<file path="config.mk">
export PLATFORM = sky130hd
export DESIGN_NAME = standard_timer
export DESIGN_NICKNAME = d
export VERILOG_FILES = /design/src/common/timer_pkg.sv /design/src/hw/standard_timer.sv
export SDC_FILE = /design/constraint.sdc
export NUM_CORES = 1
export LEC_CHECK = 0
export ABC_CLOCK_PERIOD_IN_PS = 3800
export BUFFER_PORTS_ARGS = -buffer_cell sky130_fd_sc_hd__buf_2
export CORE_MARGIN = 2
export CORE_UTILIZATION = 30
export CTS_BUF_LIST = sky130_fd_sc_hd__clkbuf_8
export CTS_CLUSTER_DIAMETER = 150
export DETAILED_ROUTE_END_ITERATION = 10
export SKIP_CTS_REPAIR_TIMING = 1
export SKIP_LAST_GASP = 1
export SYNTH_ARGS = -nofsm -noshare
export SYNTH_HDL_FRONTEND = slang
export SYNTH_SLANG_ARGS = --single-unit
</file>
<file path="constraint.sdc">
create_clock -name aclk -period 3.8 [get_ports aclk]
set_input_delay 0.76 -clock aclk [delete_from_list [all_inputs] [get_ports aclk]]
set_output_delay 0.76 -clock aclk [all_outputs]
set_load 0.03 [all_outputs]
</file>
<file path="src/common/timer_pkg.sv">
// Package for the 10-bit standard timer: register map, field layout,
// mode and output-function codes, control structs, period helpers.
// Assumes a 32-bit AXI4-Lite register bus, one register per aligned word.
package timer_pkg;

    typedef logic [31:0] word_t;
    typedef logic [7:0] addr_t;
    typedef logic [9:0] count_t;
    typedef logic [10:0] span_t;

    // ==========================================================
    // Register byte addresses
    localparam addr_t OFF_CNT_LO = 8'h00;
    localparam addr_t OFF_CNT_HI = 8'h04;
    localparam addr_t OFF_CMPA_LO = 8'h08;
    localparam addr_t OFF_CMPA_HI = 8'h0C;
    localparam addr_t OFF_CTRL0 = 8'h10;
    localparam addr_t OFF_CTRL1 = 8'h14;
    localparam addr_t OFF_FLAGS = 8'h18;

    // ==========================================================
    // Field codes
    localparam logic [1:0] MODE_CMP = 2'h0;
    localparam logic [1:0] MODE_CAPT = 2'h1;
    localparam logic [1:0] MODE_PWM = 2'h2;
    localparam logic [1:0] MODE_TIMER = 2'h3;
    localparam logic [1:0] IO_00 = 2'h0;
    localparam logic [1:0] IO_01 = 2'h1;
    localparam logic [1:0] IO_10 = 2'h2;
    localparam logic [1:0] IO_11 = 2'h3;
    localparam logic [1:0] RESP_OKAY = 2'h0;
    localparam logic [1:0] RESP_SLVERR = 2'h2;
    localparam int FLAG_A_BIT = 0;
    localparam int FLAG_P_BIT = 1;
    localparam int P_SHIFT = 7;
    localparam span_t FULL_SPAN = 11'h400;

    // Control word one, bit 7 down to bit 0
    typedef struct packed {
        logic [1:0] mode;
        logic [1:0] io;
        logic oc;
        logic pol;
        logic dpx;
        logic cclr;
    } ctrl1_t;

    // Control word zero: counter_on in bit 3, compare P in bits 2:0
    typedef struct packed {
        logic on;
        logic [2:0] compare_p_value;
    } ctrl0_t;

    localparam ctrl1_t CTRL1_RST = 8'h00;
    localparam ctrl0_t CTRL0_RST = 4'h0;

    // Length of a compare P span in timer clocks; code zero is full range
    function automatic span_t p_span(input logic [2:0] code);
        p_span = (code == 3'h0) ? FULL_SPAN :
                 span_t'({code, 7'h00});
    endfunction

    // Last count of a compare P span (code zero wraps to the maximum)
    function automatic count_t p_last(input logic [2:0] code);
        p_last = count_t'({code, 7'h00}) - count_t'(1);
    endfunction

endpackage

</file>
<file path="src/hw/standard_timer.sv">
// 10-bit standard timer: compare match output, timer/counter and
// edge-aligned PWM modes, with an AXI4-Lite register slave.
// Assumes timer_tick is a one-cycle enable from logic on aclk.
//
// Contract
// - Counter readable as low byte (bits 7:0) and high byte (bits 9:8).
// - Unused upper bits of both high-byte registers read as zero.
// - Compare A is 10 bits, written and read as low and high bytes.
// - Mode select 00 gives compare match output mode.
// - Clear select low: clear on P match or overflow; raise both flags.
// - Clear select high: clear on A match; only the A flag rises.
// - Compare mode pin changes only on an A match, never on P.
// - On A match pin goes high, low or toggles; field 00 no change.
// - Counter-on rising loads the pin with the output control level.
// - Mode 11 counts and flags like compare mode, pin not driven.
// - PWM needs mode 10 and output function 10; fixed-frequency waveform.
// - In PWM the swap bit picks period and duty comparators.
// - In PWM the clear select bit is ignored.
// - In PWM each A match and each P match raises its flag.
// - PWM output control picks polarity; function field may force level.
// - Output invert bit inverts the driven pin.
// - Swap clear: period 128 times P code, 1024 for zero; A sets duty.
// - Duty at or above period holds output active whole period.
// - Swap set: A sets period; duty 128 times P code, 1024 for zero.
// - PWM counting continues while the pin is forced with 00 or 01.
// - PWM function 00 inactive, 01 active, 10 waveform, 11 single pulse; here 11 is not built and rests inactive.
// - Compare P matched only against the counter's top three bits; here all ten bits match 128 times P code minus one.
// - Counter-on rise zeroes the counter; fall stops and keeps it.
//
// Design decisions made here: the AXI4-Lite slave port and the placing of the registers.
`timescale 1ns/1ps
`default_nettype none

module standard_timer
    import timer_pkg::*;
(
    // Clock and reset
    input wire logic aclk,
    input wire logic aresetn,
    // Timer clock enable
    input wire logic timer_tick,
    // AXI4-Lite write address and data
    input wire logic awvalid,
    output logic awready,
    input wire timer_pkg::addr_t awaddr,
    input wire logic [2:0] awprot,
    input wire logic wvalid,
    output logic wready,
    input wire timer_pkg::word_t wdata,
    input wire logic [3:0] wstrb,
    // AXI4-Lite write response
    output logic bvalid,
    input wire logic bready,
    output logic [1:0] bresp,
    // AXI4-Lite read
    input wire logic arvalid,
    output logic arready,
    input wire timer_pkg::addr_t araddr,
    input wire logic [2:0] arprot,
    output logic rvalid,
    input wire logic rready,
    output timer_pkg::word_t rdata,
    output logic [1:0] rresp,
    // Output pin
    output logic timer_output_pin,
    output logic timer_output_pin_oe_n
);
    import timer_pkg::*;

    // ==========================================================
    // Register bus slave
    logic awready_r, wready_r, bvalid_r, arready_r, rvalid_r;
    logic aw_full_r, w_full_r;
    logic [1:0] bresp_r, rresp_r;
    addr_t waddr_r;
    word_t wdata_r, rdata_r;
    logic wlane_r;

    wire aw_take = awvalid && awready_r;
    wire w_take = wvalid && wready_r;
    wire ar_take = arvalid && arready_r;
    wire do_write = aw_full_r && w_full_r && !bvalid_r;
    wire aw_full_nxt = aw_full_r ? !do_write : aw_take;
    wire w_full_nxt = w_full_r ? !do_write : w_take;
    // Only byte lane 0 carries register bits
    wire wr_en = do_write && wlane_r;

    wire wr_cmpa_lo = wr_en && (waddr_r == OFF_CMPA_LO);
    wire wr_cmpa_hi = wr_en && (waddr_r == OFF_CMPA_HI);
    wire wr_ctrl0 = wr_en && (waddr_r == OFF_CTRL0);
    wire wr_ctrl1 = wr_en && (waddr_r == OFF_CTRL1);
    wire wr_flags = wr_en && (waddr_r == OFF_FLAGS);
    wire w_mapped = (waddr_r == OFF_CNT_LO) || (waddr_r == OFF_CNT_HI) ||
                    (waddr_r == OFF_CMPA_LO) || (waddr_r == OFF_CMPA_HI) ||
                    (waddr_r == OFF_CTRL0) || (waddr_r == OFF_CTRL1) ||
                    (waddr_r == OFF_FLAGS);

    always_ff @(posedge aclk) begin
        if (!aresetn) begin
            aw_full_r <= 1'b0;
            w_full_r <= 1'b0;
            awready_r <= 1'b1;
            wready_r <= 1'b1;
            bvalid_r <= 1'b0;
            bresp_r <= RESP_OKAY;
            waddr_r <= 8'h00;
            wdata_r <= 32'h00000000;
            wlane_r <= 1'b0;
        end else begin
            aw_full_r <= aw_full_nxt;
            w_full_r <= w_full_nxt;
            awready_r <= !aw_full_nxt;
            wready_r <= !w_full_nxt;
            if (aw_take) begin
                waddr_r <= awaddr;
            end
            if (w_take) begin
                wdata_r <= wdata;
                wlane_r <= wstrb[0];
            end
            if (do_write) begin
                bvalid_r <= 1'b1;
                bresp_r <= w_mapped ? RESP_OKAY : RESP_SLVERR;
            end else if (bready) begin
                bvalid_r <= 1'b0;
            end
        end
    end

    // ==========================================================
    // Timer registers
    count_t cnt_r, cmpa_r;
    ctrl0_t ctrl0_r;
    ctrl1_t ctrl1_r;
    logic on_prev_r, flag_a_r, flag_p_r, cmp_level_r;
    logic pin_r, pin_oe_n_r;

    wire on_rise = ctrl0_r.on && !on_prev_r;
    wire is_cmp = (ctrl1_r.mode == MODE_CMP);
    wire is_timer = (ctrl1_r.mode == MODE_TIMER);
    wire is_pwm = (ctrl1_r.mode == MODE_PWM);
    // Capture mode is not built; the counter stands still there
    wire cnt_go = ctrl0_r.on && !on_rise && timer_tick &&
                  (ctrl1_r.mode != MODE_CAPT);
    wire a_hit = (cnt_r == cmpa_r);
    // Whole count against the last count of the P span; code 0 lands on the maximum
    wire p_hit = (cnt_r == p_last(ctrl0_r.compare_p_value));
    wire span_t period_p = p_span(ctrl0_r.compare_p_value);
    // In PWM the swap bit alone chooses the clearing comparator
    wire pwm_clr = ctrl1_r.dpx ? a_hit : p_hit;
    wire cmp_clr = ctrl1_r.cclr ? a_hit : p_hit;
    wire cnt_clr = is_pwm ? pwm_clr : cmp_clr;
    wire set_a = cnt_go && a_hit;
    wire set_p = cnt_go && p_hit && (is_pwm || !ctrl1_r.cclr);

    // PWM: active from clear until count reaches duty
    wire span_t duty = ctrl1_r.dpx ? period_p : span_t'(cmpa_r);
    // Duty at or past the period never ends inside it
    wire pwm_on = (span_t'(cnt_r) < duty);
    wire act_lvl = ctrl1_r.oc;
    // Single pulse is not built; code 11 rests inactive
    wire pwm_lvl = (ctrl1_r.io == IO_01) ? act_lvl :
                   (ctrl1_r.io == IO_10 && pwm_on) ? act_lvl :
                   !act_lvl;
    wire cmp_nxt = (ctrl1_r.io == IO_01) ? 1'b0 :
                   (ctrl1_r.io == IO_10) ? 1'b1 :
                   (ctrl1_r.io == IO_11) ? !cmp_level_r :
                   cmp_level_r;
    wire drive = is_pwm || is_cmp;
    wire pin_nxt = drive && ((is_pwm ? pwm_lvl : cmp_level_r) ^
                   ctrl1_r.pol);

    always_ff @(posedge aclk) begin
        if (!aresetn) begin
            cnt_r <= 10'h000;
            on_prev_r <= 1'b0;
            cmp_level_r <= 1'b0;
        end else begin
            on_prev_r <= ctrl0_r.on;
            if (on_rise) begin
                cnt_r <= 10'h000;
                cmp_level_r <= ctrl1_r.oc;
            end else if (cnt_go) begin
                cnt_r <= cnt_clr ? 10'h000 : cnt_r + 10'h001;
                if (is_cmp && a_hit) begin
                    cmp_level_r <= cmp_nxt;
                end
            end
        end
    end

    always_ff @(posedge aclk) begin
        if (!aresetn) begin
            cmpa_r <= 10'h000;
            ctrl0_r <= CTRL0_RST;
            ctrl1_r <= CTRL1_RST;
        end else begin
            if (wr_cmpa_lo) begin
                cmpa_r[7:0] <= wdata_r[7:0];
            end
            if (wr_cmpa_hi) begin
                cmpa_r[9:8] <= wdata_r[1:0];
            end
            if (wr_ctrl0) begin
                ctrl0_r <= wdata_r[3:0];
            end
            if (wr_ctrl1) begin
                ctrl1_r <= wdata_r[7:0];
            end
        end
    end

    // Flags clear by writing one; a same-cycle event wins
    always_ff @(posedge aclk) begin
        if (!aresetn) begin
            flag_a_r <= 1'b0;
            flag_p_r <= 1'b0;
            pin_r <= 1'b0;
            pin_oe_n_r <= 1'b1;
        end else begin
            flag_a_r <= set_a ||
                (flag_a_r && !(wr_flags && wdata_r[FLAG_A_BIT]));
            flag_p_r <= set_p ||
                (flag_p_r && !(wr_flags && wdata_r[FLAG_P_BIT]));
            pin_r <= pin_nxt;
            pin_oe_n_r <= !drive;
        end
    end

    // ==========================================================
    // Read path
    word_t rd_word;
    logic rd_ok;
    always_comb begin
        rd_word = 32'h00000000;
        rd_ok = 1'b1;
        case (araddr)
            OFF_CNT_LO: rd_word[7:0] = cnt_r[7:0];
            OFF_CNT_HI: rd_word[1:0] = cnt_r[9:8];
            OFF_CMPA_LO: rd_word[7:0] = cmpa_r[7:0];
            OFF_CMPA_HI: rd_word[1:0] = cmpa_r[9:8];
            OFF_CTRL0: rd_word[3:0] = ctrl0_r;
            OFF_CTRL1: rd_word[7:0] = ctrl1_r;
            OFF_FLAGS: rd_word[1:0] = {flag_p_r, flag_a_r};
            default: rd_ok = 1'b0;
        endcase
    end

    always_ff @(posedge aclk) begin
        if (!aresetn) begin
            arready_r <= 1'b1;
            rvalid_r <= 1'b0;
            rdata_r <= 32'h00000000;
            rresp_r <= RESP_OKAY;
        end else if (ar_take) begin
            arready_r <= 1'b0;
            rvalid_r <= 1'b1;
            rdata_r <= rd_word;
            rresp_r <= rd_ok ? RESP_OKAY : RESP_SLVERR;
        end else if (rvalid_r && rready) begin
            arready_r <= 1'b1;
            rvalid_r <= 1'b0;
        end
    end

    assign awready = awready_r;
    assign wready = wready_r;
    assign bvalid = bvalid_r;
    assign bresp = bresp_r;
    assign arready = arready_r;
    assign rvalid = rvalid_r;
    assign rdata = rdata_r;
    assign rresp = rresp_r;
    assign timer_output_pin = pin_r;
    assign timer_output_pin_oe_n = pin_oe_n_r;
endmodule

`default_nettype wire

</file>
# ---- Word-level counts from Yosys, hierarchy flattened
# Cells that the tools add are included.
dict set report totals {
  ff_bits 74
  inputBits 66
  out_inout_bits 43
  elab_cells 143
}
dict set report op_classes {
  add_sub_neg 2
  order_cmp 1
  eq_ne 19
  muxes 29
  bitwise_logic 2
  reduce_logical 60
}
# cell count
set op_table {}
lappend op_table {{8-bit by 5-bit == test with 1-bit output, second input constant} 6}
lappend op_table {{8-bit by 4-bit == test with 1-bit output, second input constant} 4}
lappend op_table {{1-bit logical AND} 26}
lappend op_table {{11-bit 2-to-1 mux} 2}
lappend op_table {{1-bit 2-to-1 mux} 21}
lappend op_table {{10-bit == test} 2}
lappend op_table {{8-bit by 3-bit == test with 1-bit output, second input constant} 2}
lappend op_table {{8-bit zero test} 2}
lappend op_table {{2-bit case mux with 7 select lines} 1}
lappend op_table {{1-bit zero test} 12}
lappend op_table {{4-bit case mux with 3 select lines} 1}
lappend op_table {{10-bit by 11-bit < comparator with 1-bit output} 1}
lappend op_table {{10-bit by 1-bit adder with 10-bit output, second input constant} 1}
lappend op_table {{1-bit logical OR} 10}
lappend op_table {{10-bit 2-to-1 mux} 1}
lappend op_table {{10-bit by 1-bit subtractor with 10-bit output, second input constant} 1}
lappend op_table {{2-bit case mux with 4 select lines} 1}
lappend op_table {{2-bit nonzero test} 4}
lappend op_table {{7-bit OR reduction} 1}
lappend op_table {{2-bit == test, second input constant} 3}
lappend op_table {{2-bit 2-to-1 mux} 2}
lappend op_table {{4-bit nonzero test} 1}
lappend op_table {{3-bit zero test} 1}
lappend op_table {{3-bit AND reduction} 1}
lappend op_table {{other kinds (6)} 6}

# ---- Depth between registers and ports, before layout
# Gate-level depths: netlist (run 1).
dict set report logic_depth {
  ltp_word 10
  ltp_mapped 10
  mapped_depth_nobuf 10
}

# ---- Worst setup path after synthesis (run 1)
# Ideal clock, no wire load.
dict set report synth_timing {
  path_type {register -> register}
  from {register ctrl0_r[0] in the netlist's numbering}
  to {register pin_r (netlist: timer_output_pin)}
  setup_time_ns 0.130
  t_arrival_ns 2.196
  t_required_ns 3.670
  setup_slack_ns 1.475
  stages_incl_launch_ff 11
  path_buffers 0
  period_less_slack_ns 2.325
  path_cell_list {dfxtp_1 > inv_1 > ha_1 > nand2b_1 > a31oi_1 > ha_1 > nand3_1 > or4b_2 > o22ai_1 > a211o_1 > o211ai_1}
}
dict set report synth_between {
  elab_chain_cells 10
}
# element line
set synth_rtl {}
lappend synth_rtl {{start, declared} standard_timer.sv:133} ;# ctrl0_t ctrl0_r;
lappend synth_rtl {{start signal, assigned} standard_timer.sv:205} ;# ctrl0_r <= wdata_r[3:0];
lappend synth_rtl {{3-bit zero test} timer_pkg.sv:59} ;# p_span = (code == 3'h0) ? FULL_SPAN :
lappend synth_rtl {{11-bit 2-to-1 mux *} timer_pkg.sv:59}
lappend synth_rtl {{11-bit 2-to-1 mux *} standard_timer.sv:157} ;# wire span_t duty = ctrl1_r.dpx ? period_p : span_t'(cmpa_r);
lappend synth_rtl {{10-bit by 11-bit < comparator with 1-bit output *} standard_timer.sv:159} ;# wire pwm_on = (span_t'(cnt_r) < duty);
lappend synth_rtl {{1-bit logical AND *} standard_timer.sv:163} ;# (ctrl1_r.io == IO_10 && pwm_on) ? act_lvl :
lappend synth_rtl {{1-bit 2-to-1 mux *} standard_timer.sv:163}
lappend synth_rtl {{1-bit 2-to-1 mux *} standard_timer.sv:162} ;# wire pwm_lvl = (ctrl1_r.io == IO_01) ? act_lvl :
lappend synth_rtl {{1-bit 2-to-1 mux *} standard_timer.sv:170} ;# wire pin_nxt = drive && ((is_pwm ? pwm_lvl : cmp_level_r) ^
lappend synth_rtl {{1-bit XOR *} standard_timer.sv:170}
lappend synth_rtl {{1-bit logical AND *} standard_timer.sv:170}
lappend synth_rtl {{end signal, assigned} standard_timer.sv:225} ;# pin_r <= pin_nxt;
lappend synth_rtl {{end, declared} standard_timer.sv:136} ;# logic pin_r, pin_oe_n_r;
# Mark *: on every way between the ends. The rest lies on a longest branch, timed or not.
# A chain may end at the register's enable or synchronous reset.

# ---- Worst setup path in the final report (run 1)
# Ends and elaborated chain as after synthesis.

==> results by group, run 1 <==
Power
  – Worst-case vdd ir drop: between 150 and 200 uV
  – Net switching component of the power: around 450 uW
  – Static Leak: between 0.0015 and 0.002 uW
  – Combinational power share: a little under a tenth
  – Switching power as a share of total power: 27.5%
  – Total Power: 1650 uW
  – Fraction of power consumed by sequential logic: 48.2%
  – Clock network fraction of total power: a little over two fifths
  – Internal power: 1190 uW
  – Power Dens Cells: roughly 370 nW/um^2

Timing
  – Final period utilization: 70.6%
  – Hold violation total from the final report: 0
  – Setup TNS after final layout: 0 ns
  – Worst setup skew after layout: around 0.014 ns
  – Shortest period the worst path allows: between 2 and 3 ns
  – Transition time of the tightest slew-check pin: around 0.8 ns
  – Slack of the critical path: between 1 and 1.5 ns
  – Worst rel slew slack: 44.8%
  – Final number of setup-violating endpoints: 0
  – Achievable frequency: between 300 and 400 MHz
  – Final Max Slew Viols: 0
  – Unrepaired setup endpoints after global routing: false

Die
  – Total core area: about 13000 um^2
  – Starting density of the core: between 30% and 40%
  – Die outline area: between 10000 and 15000 um^2
  – Height of the chip: approximately 120 um
  – Width of the chip: between 100 and 150 um
  – # rows: 42
  – I/O pins: 109

GRT
  – First-pass GRT wire length: ~16000 um
  – Pin count of the biggest net entering global routing: 48
  – Vias in the first global route: approximately 3300
  – Total overflow reported by the global router: 0
  – Antenna violations before repair: 0
  – Overall fraction of global-route tracks in use: 13.9%

Synth
  – Most area-hungry cell type in the Yosys netlist: sky130_fd_sc_hd__dfxtp_1
  – Most common flop cell mapped by yosys: sky130_fd_sc_hd__dfxtp_1
  – Fraction of registers with async set or reset after synthesis: 0%
  – Adder-cell share of the synthesized area: 3.78%
  – Number of synthesized register bits: 72
  – Average footprint of a synthesized cell: between 8 and 9 um^2
  – Synth unique cells: between 60 and 70
  – Post-synthesis mux area share: roughly 7%
  – Portion of synthesized cell area occupied by the leading cell type: ~36%
  – Synth Area in Compound Gates: between 10% and 20%
  – Dominant cells by area after synthesis: sky130_fd_sc_hd__dfxtp_1, sky130_fd_sc_hd__mux2i_1, sky130_fd_sc_hd__nand2_1
  – EDFF count, synth: 0
  – Post-Syn Instances: approximately 470
  – Seq/Total Area, Yosys: between 30% and 40%
  – Yosys warning total: 0
  – Xor and xnor fraction of the mapped netlist area: approximately 3.7%
  – Main combinational cell family by area after synthesis: simple AND/OR/NAND/NOR gates
  – Post-synthesis instance area: between 3000 and 4000 um^2
  – Simple-gate portion of the synthesized area: between 20% and 30%

Drt
  – Final Routed Wirelength: around 9800 um
  – Detailed-routing iteration count for the pre-antenna-repair pass: 6
  – ANT nets after route: 0
  – Initial detailed-routing violation count: between 100 and 150
  – Post-detailed-route DRC marker count: 0
  – Total number of vias: 3454
  – Average wire length per cell after detail routing: around 14 um
  – Ratio of routed vias to standard cells: about 5.0

Worst setup path
  – CP Max Fanout: 5
  – Worst path required time: just over 4 ns
  – Critical path endpoint category: register
  – Launching element type of the critical path: register
  – Worst Path Arrival: between 2 and 3 ns
  – Type of the worst setup path: reg -> reg

Clock network
  – Total clock buffers created by CTS: 9
  – Maximum buffer depth of the clock tree: 2
  – Root cell of the clock tree: sky130_fd_sc_hd__clkbuf_8
  – H-Tree Depth: 3
  – CTS clock-pin slew for the worst setup and hold paths: about 0.09 ns
  – Clock insertion delay at the later pin of the skew report: between 0.3 and 0.4 ns
  – Clock tree from TritonCTS: done
  – Number of sinks handled by clock tree synthesis: 72

Final layout
  – Fill cells: approximately 1400
  – Number of antenna repair diodes: 0
  – Signed area change from the synthesized netlist to the final layout: 12.9%
  – Area occupied by multi-input gates: 2290 um^2
  – Share of cells above drive strength 1: ~16%
  – Commonest cells after routing, fill and taps aside: sky130_fd_sc_hd__dfxtp_1, sky130_fd_sc_hd__nand2_1, sky130_fd_sc_hd__buf_2, sky130_fd_sc_hd__nor2_1, sky130_fd_sc_hd__a21oi_1
  – Sequential Area: 1440 um^2
  – Most common cell after layout, fill and taps aside: sky130_fd_sc_hd__dfxtp_1
  – Net total in the final layout: between 500 and 600

Job
  – Max-cap violations: 0

Placed design
  – Last weighted congestion value of the routability-driven placer: 0.903
  – PortBufs: between 40 and 50
  – Worst setup slack after placement: around 1.1 ns
  – Detailed placer's ending HPWL: 7300 um

Outcome
  – Result of the run: complete, no violations

Worst hold path
  – Class of the tightest hold or removal check: reg -> reg
## flip-flops by register name (all words and copies together) (netlist names), 4 cells and up
signal	count
ctrl0_r	4
cmpa_r	10
cnt_r	10
rdata	8
waddr_r	8
ctrl1_r	7
wdata_r	8
## area by class of cell
type	instances	area share, %
clock buffer	9	2.76
clock inverter	7	2.26
inverter	13	1.09
multi-input combinational	365	51.2
sequential	72	32.2
tap	176	4.91
timing repair buffer	50	5.64
## path summary, 6_finish.rpt
| path | start | endpoint | slack (ns) | depth (start not counted) |
|---|---|---|---|---|
| hold / removal | waddr_r[7] | waddr_r[7] | 0.46 | 2 |
| setup reg to reg | ctrl0_r[0] | timer_output_pin | 1.12 | 10 |
| hold reg to reg | waddr_r[7] | waddr_r[7] | 0.46 | 2 |
| setup / recovery | ctrl0_r[0] | timer_output_pin | 1.12 | 10 |
## logic make-up after synthesis
family,count (synthesis)
and+or+nand+nor,196
AOI/OAI and AO/OA,87
DFF,72
buffers and inverters,56
muxes,27
xor gates and xnor gates,17
adders and majority gates,12
other,1
## stage by stage
stage / util, % / std cells / instance area (um^2) / hold slack (ns)
6_report: 34.3 / 692 / 4480 / 0.464
5_1_grt: 34.3 / 692 / 4480 / 0.475
4_1_cts: 34.3 / 692 / 4480 / 0.463
3_5_place_dp: 32.5 / 676 / 4260 / 0.451
3_3_place_gp: 32.5 / 676 / 4260 / 0.449
2_1_floorplan: - / 493 / 4070 / 0.436
## cell usage after synthesis (4+ instances only)
| cell type | instances |
|---|---|
| sky130_fd_sc_hd__nor4_1 | 4 |
| sky130_fd_sc_hd__ha_1 | 12 |
| sky130_fd_sc_hd__nor3_1 | 5 |
| sky130_fd_sc_hd__mux2i_1 | 24 |
| sky130_fd_sc_hd__inv_1 | 13 |
| sky130_fd_sc_hd__o21ai_0 | 7 |
| sky130_fd_sc_hd__dfxtp_1 | 72 |
| sky130_fd_sc_hd__a2bb2oi_1 | 5 |
| sky130_fd_sc_hd__a41oi_1 | 5 |
| sky130_fd_sc_hd__nand3_1 | 16 |
| sky130_fd_sc_hd__nand2b_1 | 13 |
| sky130_fd_sc_hd__and2_1 | 6 |
| sky130_fd_sc_hd__a21oi_1 | 32 |
| sky130_fd_sc_hd__clkbuf_1 | 13 |
| sky130_fd_sc_hd__xor2_1 | 10 |
| sky130_fd_sc_hd__a222oi_1 | 4 |
| sky130_fd_sc_hd__a211oi_1 | 4 |
| sky130_fd_sc_hd__buf_4 | 26 |
| sky130_fd_sc_hd__nor2_1 | 40 |
| sky130_fd_sc_hd__nor2b_1 | 8 |
| sky130_fd_sc_hd__xnor2_1 | 7 |
| sky130_fd_sc_hd__o22ai_1 | 6 |
| sky130_fd_sc_hd__nand2_1 | 63 |
| sky130_fd_sc_hd__nand3b_1 | 4 |
| sky130_fd_sc_hd__nand4_1 | 9 |
## worst max-delay path, cell delays in order (launching register included)
cell and delay (ns):
sky130_fd_sc_hd__dfxtp_1 0.47, sky130_fd_sc_hd__inv_1 0.10, sky130_fd_sc_hd__ha_1 0.23, sky130_fd_sc_hd__nand2b_1 0.10
sky130_fd_sc_hd__a31oi_1 0.09, sky130_fd_sc_hd__ha_1 0.33, sky130_fd_sc_hd__nand3_1 0.11, sky130_fd_sc_hd__or4b_2 0.67
sky130_fd_sc_hd__o22ai_1 0.24, sky130_fd_sc_hd__o2111ai_1 0.17, sky130_fd_sc_hd__o211ai_1 0.11
## routing by layer
layer  global-route usage (%)  wire length (um)  share of wire, %
met3                     3.35               509               5.2
met5                        0                 0                 0
met4                     3.50               137               1.4
met1                     17.8              4410                45
met2                     23.5              4780                49
## power by group through the flow
stage / Sequential (uW) / Clock [uW] / Combinational [uW]
2_1_floorplan: 820 / 0 / 119
3_3_place_gp: 810 / 0 / 148
3_5_place_dp: 811 / 0 / 150
4_1_cts: 794 / 715 / 150
5_1_grt: 797 / 748 / 165
6_report: 793 / 701 / 150
Note: power is estimated with default switching activity, not from simulation.
==> inputs of run 2 (changes only) <==
ABC_AREA = 1   (was default)
ABC_CLOCK_PERIOD_IN_PS = 2300   (was 3800)
clock period = 2.3 ns   (was 3.8 ns; I/O delays follow)
==> run 2 against run 1 <==
Against the previous run: count of clock-buffer cells in the layout stayed put; clock skew is 0.0067 ns lower; register-to-register slack worse by 0.88 ns; via count is 0.55% higher; critical path type unchanged.
==> results by group, run 2 <==
Final layout
  – Most common cell after layout, fill and taps aside: sky130_fd_sc_hd__nand2_1
  – Number of antenna repair diodes: 0 (unchanged)
  – Share of cells above drive strength 1: 18.2% (+1.7 points)
  – Fill cells: 1372 (+1.1%)
  – Signed area change from the synthesized netlist to the final layout: 13.7%
  – Sequential Area: 1440 um^2 (about the same)
  – Net total in the final layout: 666 (+13%)
  – Area occupied by multi-input gates: 2070 um^2 (-9.9%)
  – Commonest cells after routing, fill and taps aside: sky130_fd_sc_hd__nand2_1, sky130_fd_sc_hd__dfxtp_1, sky130_fd_sc_hd__nor2_1, sky130_fd_sc_hd__inv_1, sky130_fd_sc_hd__buf_2
  – Largest registers in the final layout: cmpa_r x10, cnt_r x10
  – Core Util, Final: 35.1% (+0.87 points)
  – Final cell count without fillers: 765 (+11%)

Synth
  – Synth Area in Compound Gates: 15.1% (+0.41 points)
  – Count leader, synth: sky130_fd_sc_hd__nand2_1
  – Simple-gate portion of the synthesized area: 27.0% (+0.96 points)
  – Post-synthesis instance area: 3910 um^2 (-1.4%)
  – Dominant cells by area after synthesis: sky130_fd_sc_hd__dfxtp_1, sky130_fd_sc_hd__nand2_1, sky130_fd_sc_hd__nor2_1
  – Synth unique cells: 46 (-27%)
  – Portion of synthesized cell area occupied by the leading cell type: 36.8% (+0.53 points)
  – Main combinational cell family by area after synthesis: simple AND/OR/NAND/NOR gates
  – Post-synthesis mux area share: 0.256% (-6.7 points)
  – Number of synthesized register bits: 72 (unchanged)
  – Seq/Total Area, Yosys: 36.8% (+0.53 points)
  – Post-Syn Instances: 534 (+14%)
  – Most area-hungry cell type in the Yosys netlist: sky130_fd_sc_hd__dfxtp_1
  – Top cells by count, synth: sky130_fd_sc_hd__nand2_1, sky130_fd_sc_hd__dfxtp_1, sky130_fd_sc_hd__nor2_1
  – Xor and xnor fraction of the mapped netlist area: 3.80% (+0.055 points)
  – Adder-cell share of the synthesized area: 3.84% (+0.056 points)
  – Fraction of registers with async set or reset after synthesis: 0% (unchanged)
  – EDFF count, synth: 0 (unchanged)
  – Yosys warning total: 0 (unchanged)
  – Average footprint of a synthesized cell: 7.33 um^2 (-14%)
  – Most common flop cell mapped by yosys: sky130_fd_sc_hd__dfxtp_1

Worst setup path
  – Buffers & Inverters on Critical Path: 1 (unchanged)
  – Critical path startpoint: ctrl0_r[1]
  – Cells on worst reg2reg path: 13 (+3)
  – Worst Path Arrival: 2.31 ns (-0.66 ns)
  – Top delay family on crit path: simple AND/OR/NAND/NOR gates
  – CP Max Fanout: 5 (unchanged)
  – Launching element type of the critical path: register
  – Critical path endpoint category: register
  – CP peak stage delay: 0.35 ns (-0.32 ns)
  – Worst path required time: 2.55 ns (-1.54 ns)
  – Logic depth of the worst path, buffers included: 13 (+3)
  – Setup slack on the worst flop-to-flop path: 0.24 ns (-0.88 ns)
  – Series of cell instances along the critical path: inv_1, ha_1, nand3_2, nand2_1, ha_1, a21oi_1, nor2_1, nor2_1, nand3_2, nand3_1, nand3_1, a21oi_1, nor2_1
  – Most common cell type on the critical path: sky130_fd_sc_hd__nor2_1
  – Type of the worst setup path: reg -> reg
  – R2R Path Start: ctrl0_r[1]
  – Cell with the biggest individual delay on the critical path: sky130_fd_sc_hd__dfxtp_2

Power
  – Combinational power share: 10.9% (+1.8 points)
  – Power Dens Cells: 562 nW/um^2 (+53%)
  – Static Leak: 0.00191 uW (+1.7%)
  – Clock network fraction of total power: 36.8% (-5.8 points)
  – Net switching component of the power: 747 uW (+65%)
  – Internal power: 1750 uW (+47%)
  – Worst-case vdd ir drop: 438 uV (+120%)
  – Switching power as a share of total power: 29.9% (+2.4 points)
  – Fraction of power consumed by sequential logic: 52.3% (+4.1 points)

Clock network
  – Total clock buffers created by CTS: 9 (unchanged)
  – Clock tree from TritonCTS: done
  – Root cell of the clock tree: sky130_fd_sc_hd__clkbuf_8
  – Clock insertion delay at the later pin of the skew report: 0.35 ns (about the same)
  – CTS clock-pin slew for the worst setup and hold paths: 0.08 ns (about the same)
  – H-Tree Depth: 3 (unchanged)
  – Number of sinks handled by clock tree synthesis: 72 (unchanged)
  – Maximum buffer depth of the clock tree: 2 (unchanged)

Worst hold path
  – Class of the tightest hold or removal check: in -> reg
  – Cells on Worst Hold Path: 3 (+1)
  – Origin of the worst min-delay path: awaddr[7]

Timing
  – Unrepaired setup endpoints after global routing: false
  – Achievable frequency: 485 MHz (+30%)
  – Shortest period the worst path allows: 2.06 ns (-0.620 ns)
  – Final number of setup-violating endpoints: 0 (unchanged)
  – Hold violation total from the final report: 0 (unchanged)
  – Final worst hold slack: 0.349 ns (-0.115 ns)
  – Worst rel slew slack: 62.1% (+17 points)
  – Final Max Slew Viols: 0 (unchanged)
  – Final period utilization: 89.6% (+19 points)
  – Worst setup skew after layout: 0.00760 ns (-0.00673 ns)
  – Setup TNS after final layout: 0 ns (unchanged)
  – Transition time of the tightest slew-check pin: 0.563 ns (-0.257 ns)

Drt
  – Average wire length per cell after detail routing: 12.5 um (-12%)
  – Initial detailed-routing violation count: 118 (-20%)
  – Ratio of routed vias to standard cells: 4.54 (-9.0%)
  – Final Routed Wirelength: 9570 um (-2.7%)
  – ANT nets after route: 0 (unchanged)
  – Detailed-routing iteration count for the pre-antenna-repair pass: 4 (-2)
  – Post-detailed-route DRC marker count: 0 (unchanged)
  – Total number of vias: 3473 (+0.55%)

Die
  – I/O pins: 109 (unchanged)
  – # rows: 41 (-2.4%)
  – Height of the chip: 118 um (-0.70%)
  – Total core area: 12700 um^2 (-3.2%)
  – Die outline area: 14000 um^2 (-1.4%)
  – Width of the chip: 118 um (-0.70%)
  – Starting density of the core: 30.9% (+0.54 points)

GRT
  – Overall fraction of global-route tracks in use: 13.9% (about the same)
  – Pin count of the biggest net entering global routing: 29 (-40%)
  – First-pass GRT wire length: 15800 um (-1.7%)
  – Vias in the first global route: 3291 (+1.1%)
  – Antenna violations before repair: 0 (unchanged)
  – Total overflow reported by the global router: 0 (unchanged)

Placed design
  – Cell Count Post-Placement: 749 (+11%)
  – Last weighted congestion value of the routability-driven placer: 0.894 (-1.1%)
  – PortBufs: 49 (unchanged)
  – Detailed placer's ending HPWL: 7450 um (+2.1%)

Outcome
  – Result of the run: complete, no violations

Job
  – Max-cap violations: 0 (unchanged)
## run 2: cell types whose count changed in the layout (fill, tap and decap cells not counted), sizes merged, moves of 11 or more
cell / previous run / this run
nor2: 40 / 73
a211oi: 4 / 15
inv: 16 / 62
o21ai: 7 / 37
mux2i: 24 / 1
nand2: 64 / 105
nand2b: 13 / 0
## run 2: area by class of cell
class	count	share of cell area (%)
flip-flops and latches	72	32.4
clock inverters	7	1.21
clock buffers	9	2.78
inverters	61	5.14
multi-input cells	385	46.4
repair buffers	59	7.20
well taps	172	4.84
## run 2: tightest hold or removal path, delay by kind of cell
family,cells,cell delay (ns)
simple gates,1,0.07
compound gates,1,0.07
buf+inv,1,0.07
## run 2: per-layer routing
layer | GRT usage (%) | part of all wire, % | vias up
met1 | 18.3 | 48 | 1554
met4 | 5.42 | 1.9 | 0
met3 | 2.99 | 5.0 | 20
met5 | 0 | 0 | -
li1 | - | - | 1804
met2 | 22.1 | 46 | 95
## run 2: path summary, 6_finish.rpt
check,to
setup / recovery,timer_output_pin
hold / removal,waddr_r[7]
setup reg to reg,timer_output_pin
hold reg to reg,rdata[4]
## run 2: kinds of logic after synthesis
family / Yosys count
AOI/OAI and AO/OA: 100
and+or+nand+nor: 229
DFF: 72
adders and majority gates: 12
muxes: 1
other: 1
buffers and inverters: 102
xor gates and xnor gates: 17
## run 2: power groups by stage
stage / combinational (uW) / sequential (uW) / clock (uW)
floorplan: 216 / 1350 / 0
global placement: 268 / 1330 / 0
detailed placement: 275 / 1340 / 0
CTS: 275 / 1310 / 948
global route: 302 / 1310 / 991
finish: 273 / 1310 / 919
## run 2: through the flow
step	setup WS (ns)	total power [uW]	area [um^2]
floorplan	0.370	1570	4010
global placement	0.217	1600	4260
detailed placement	0.150	1610	4260
CTS	0.148	2530	4440
global route	0.0239	2610	4450
finish	0.239	2500	4450
==> inputs of run 3 (changes only) <==
CTS_BUF_LIST = default   (was sky130_fd_sc_hd__clkbuf_8)
==> run 3 against run 2 <==
Against the previous run: highest routed layer unchanged; non-clock buffer count did not move; combinational power barely moved; sequential power barely moved; largest cell class unchanged; wire length rose by 0.39%; cell count did not move; design area rose by 2.3%; worst hold slack improved by 0.019 ns; via count fell by 0.37%; global-route usage rose by 0.15 points; first-iteration DRC count rose by 25%; clock skew fell by 0.00060 ns.
==> results by group, run 3 (same netlist as run 2, synthesis figures left out) <==
Timing
  – Setup TNS after final layout: 0 ns (unchanged)
  – Slack of the critical path: 0.249 ns (+0.0104 ns)
  – Unrepaired setup endpoints after global routing: false
  – Final worst hold slack: 0.368 ns (+0.0192 ns)
  – Worst rel slew slack: 61.3% (-0.85 points)
  – Final Max Slew Viols: 0 (unchanged)
  – Achievable frequency: 488 MHz (+0.51%)
  – Transition time of the tightest slew-check pin: 0.576 ns (+0.0126 ns)
  – Shortest period the worst path allows: 2.05 ns (-0.0104 ns)
  – Hold violation total from the final report: 0 (unchanged)
  – Worst setup skew after layout: 0.00700 ns (-0.000600 ns)
  – Final period utilization: 89.2% (-0.45 points)
  – Final number of setup-violating endpoints: 0 (unchanged)

Worst setup path
  – Buffers & Inverters on Critical Path: 1 (unchanged)
  – Worst path required time: 2.53 ns (-0.02 ns)
  – Top delay family on crit path: simple AND/OR/NAND/NOR gates
  – Launching element type of the critical path: register
  – Cell with the biggest individual delay on the critical path: sky130_fd_sc_hd__dfxtp_2
  – Worst Path Arrival: 2.28 ns (-0.03 ns)
  – CP peak stage delay: 0.34 ns (about the same)
  – Type of the worst setup path: reg -> reg
  – Series of cell instances along the critical path: inv_1, ha_1, nand3_2, nand2_1, ha_1, a21oi_1, nor2_1, nor2_1, nand3_2, nand3_1, nand3_1, a21oi_1, nor2_1
  – Most common cell type on the critical path: sky130_fd_sc_hd__nor2_1
  – CP Max Fanout: 5 (unchanged)
  – Critical path endpoint category: register
  – Setup slack on the worst flop-to-flop path: 0.25 ns (about the same)

Drt
  – Ratio of routed vias to standard cells: 4.52 (-0.37%)
  – ANT nets after route: 0 (unchanged)
  – Final Routed Wirelength: 9610 um (+0.39%)
  – Average wire length per cell after detail routing: 12.6 um (+0.39%)
  – Total number of vias: 3460 (-0.37%)
  – Detailed-routing iteration count for the pre-antenna-repair pass: 5 (+1)
  – Post-detailed-route DRC marker count: 0 (unchanged)
  – Initial detailed-routing violation count: 148 (+25%)

Placed design
  – Detailed placer's ending HPWL: 7450 um (unchanged)
  – PortBufs: 49 (unchanged)
  – Worst setup slack after placement: 0.150 ns (unchanged)
  – Last weighted congestion value of the routability-driven placer: 0.894 (unchanged)
  – Cell Count Post-Placement: 749 (unchanged)

Outcome
  – Result of the run: complete, no violations

GRT
  – Total overflow reported by the global router: 0 (unchanged)
  – Pin count of the biggest net entering global routing: 29 (unchanged)
  – Vias in the first global route: 3301 (+0.30%)
  – Antenna violations before repair: 0 (unchanged)
  – Overall fraction of global-route tracks in use: 14.1% (+0.15 points)
  – First-pass GRT wire length: 16000 um (+1.2%)

Final layout
  – Commonest cells after routing, fill and taps aside: sky130_fd_sc_hd__nand2_1, sky130_fd_sc_hd__dfxtp_1, sky130_fd_sc_hd__nor2_1, sky130_fd_sc_hd__inv_1, sky130_fd_sc_hd__buf_2
  – Final cell count without fillers: 765 (unchanged)
  – Share of cells above drive strength 1: 18.2% (unchanged)
  – Most common cell after layout, fill and taps aside: sky130_fd_sc_hd__nand2_1
  – Largest registers in the final layout: cmpa_r x10, cnt_r x10
  – Signed area change from the synthesized netlist to the final layout: 16.3%
  – Core Util, Final: 35.9% (+0.80 points)
  – Fill cells: 1359 (-0.95%)
  – Number of antenna repair diodes: 0 (unchanged)
  – Net total in the final layout: 666 (unchanged)

Clock network
  – Number of sinks handled by clock tree synthesis: 72 (unchanged)
  – Total clock buffers created by CTS: 9 (unchanged)
  – Clock insertion delay at the later pin of the skew report: 0.34 ns (about the same)
  – Maximum buffer depth of the clock tree: 2 (unchanged)
  – H-Tree Depth: 3 (unchanged)
  – Root cell of the clock tree: sky130_fd_sc_hd__clkbuf_16
  – CTS clock-pin slew for the worst setup and hold paths: 0.06 ns (-0.02 ns)
  – Clock tree from TritonCTS: done

Die
  – Starting density of the core: 30.9% (unchanged)
  – Die outline area: 14000 um^2 (unchanged)
  – Height of the chip: 118 um (unchanged)
  – Total core area: 12700 um^2 (unchanged)
  – I/O pins: 109 (unchanged)
  – Width of the chip: 118 um (unchanged)
  – # rows: 41 (unchanged)

Power
  – Static Leak: 0.00196 uW (+2.4%)
  – Worst-case vdd ir drop: 311 uV (-29%)
  – Power Dens Cells: 635 nW/um^2 (+13%)

Job
  – Max-cap violations: 0 (unchanged)

Worst hold path
  – Class of the tightest hold or removal check: in -> reg
-- run 3: changes by cell type in the layout (fill, tap and decap cells not counted) --
cell                        before  now
sky130_fd_sc_hd__clkbuf_8        9    0
sky130_fd_sc_hd__clkbuf_16       0    9
-- run 3: through the flow --
stage	power, uW	area (um^2)
final	2890	4550
after global routing	3000	4550
after CTS	2920	4540
after detailed placement	1610	4260
after global placement	1600	4260
after floorplan	1570	4010
-- run 3: area by class of cell --
type	count	area [um^2]	share of cell area (%)
multi-input combinational	385	2070	45.4
inverter	61	229	5.03
sequential	72	1440	31.7
clock inverter	7	53.8	1.18
tap	172	215	4.73
clock buffer	9	225	4.95
timing repair buffer	59	320	7.04
-- run 3: worst register-to-register path, cell delays in order, from the launching register on --
cell and delay (ns):
sky130_fd_sc_hd__dfxtp_2 0.34, sky130_fd_sc_hd__inv_1 0.07, sky130_fd_sc_hd__ha_1 0.20, sky130_fd_sc_hd__nand3_2 0.12
sky130_fd_sc_hd__nand2_1 0.07, sky130_fd_sc_hd__ha_1 0.31, sky130_fd_sc_hd__a21oi_1 0.16, sky130_fd_sc_hd__nor2_1 0.06
sky130_fd_sc_hd__nor2_1 0.12, sky130_fd_sc_hd__nand3_2 0.12, sky130_fd_sc_hd__nand3_1 0.09, sky130_fd_sc_hd__nand3_1 0.10
sky130_fd_sc_hd__a21oi_1 0.13, sky130_fd_sc_hd__nor2_1 0.05
-- run 3: power by group --
group | internal, uW | switching [uW]
Clock | 739 | 569
Combinational | 66.9 | 206
Sequential | 1290 | 20.9
-- run 3: worst paths after layout --
path | startpoint | to | depth (start not counted)
worst min-delay path | awaddr[7] | waddr_r[7] | 3
worst max register to register | ctrl0_r[1] | timer_output_pin | 13
worst min register to register | rdata[4] | rdata[4] | 2
worst max-delay path | ctrl0_r[1] | timer_output_pin | 13
-- run 3: routing by layer --
| metal | up-vias | GRT usage (%) | part of all wire, % | wire (um) |
|---|---|---|---|---|
| li1 | 1806 | - | - | - |
| met1 | 1537 | 18.5 | 47 | 4540 |
| met2 | 99 | 22.9 | 46 | 4400 |
| met3 | 18 | 2.80 | 5.2 | 503 |
| met4 | 0 | 4.74 | 1.8 | 172 |
| met5 | - | 0 | 0 | 0 |
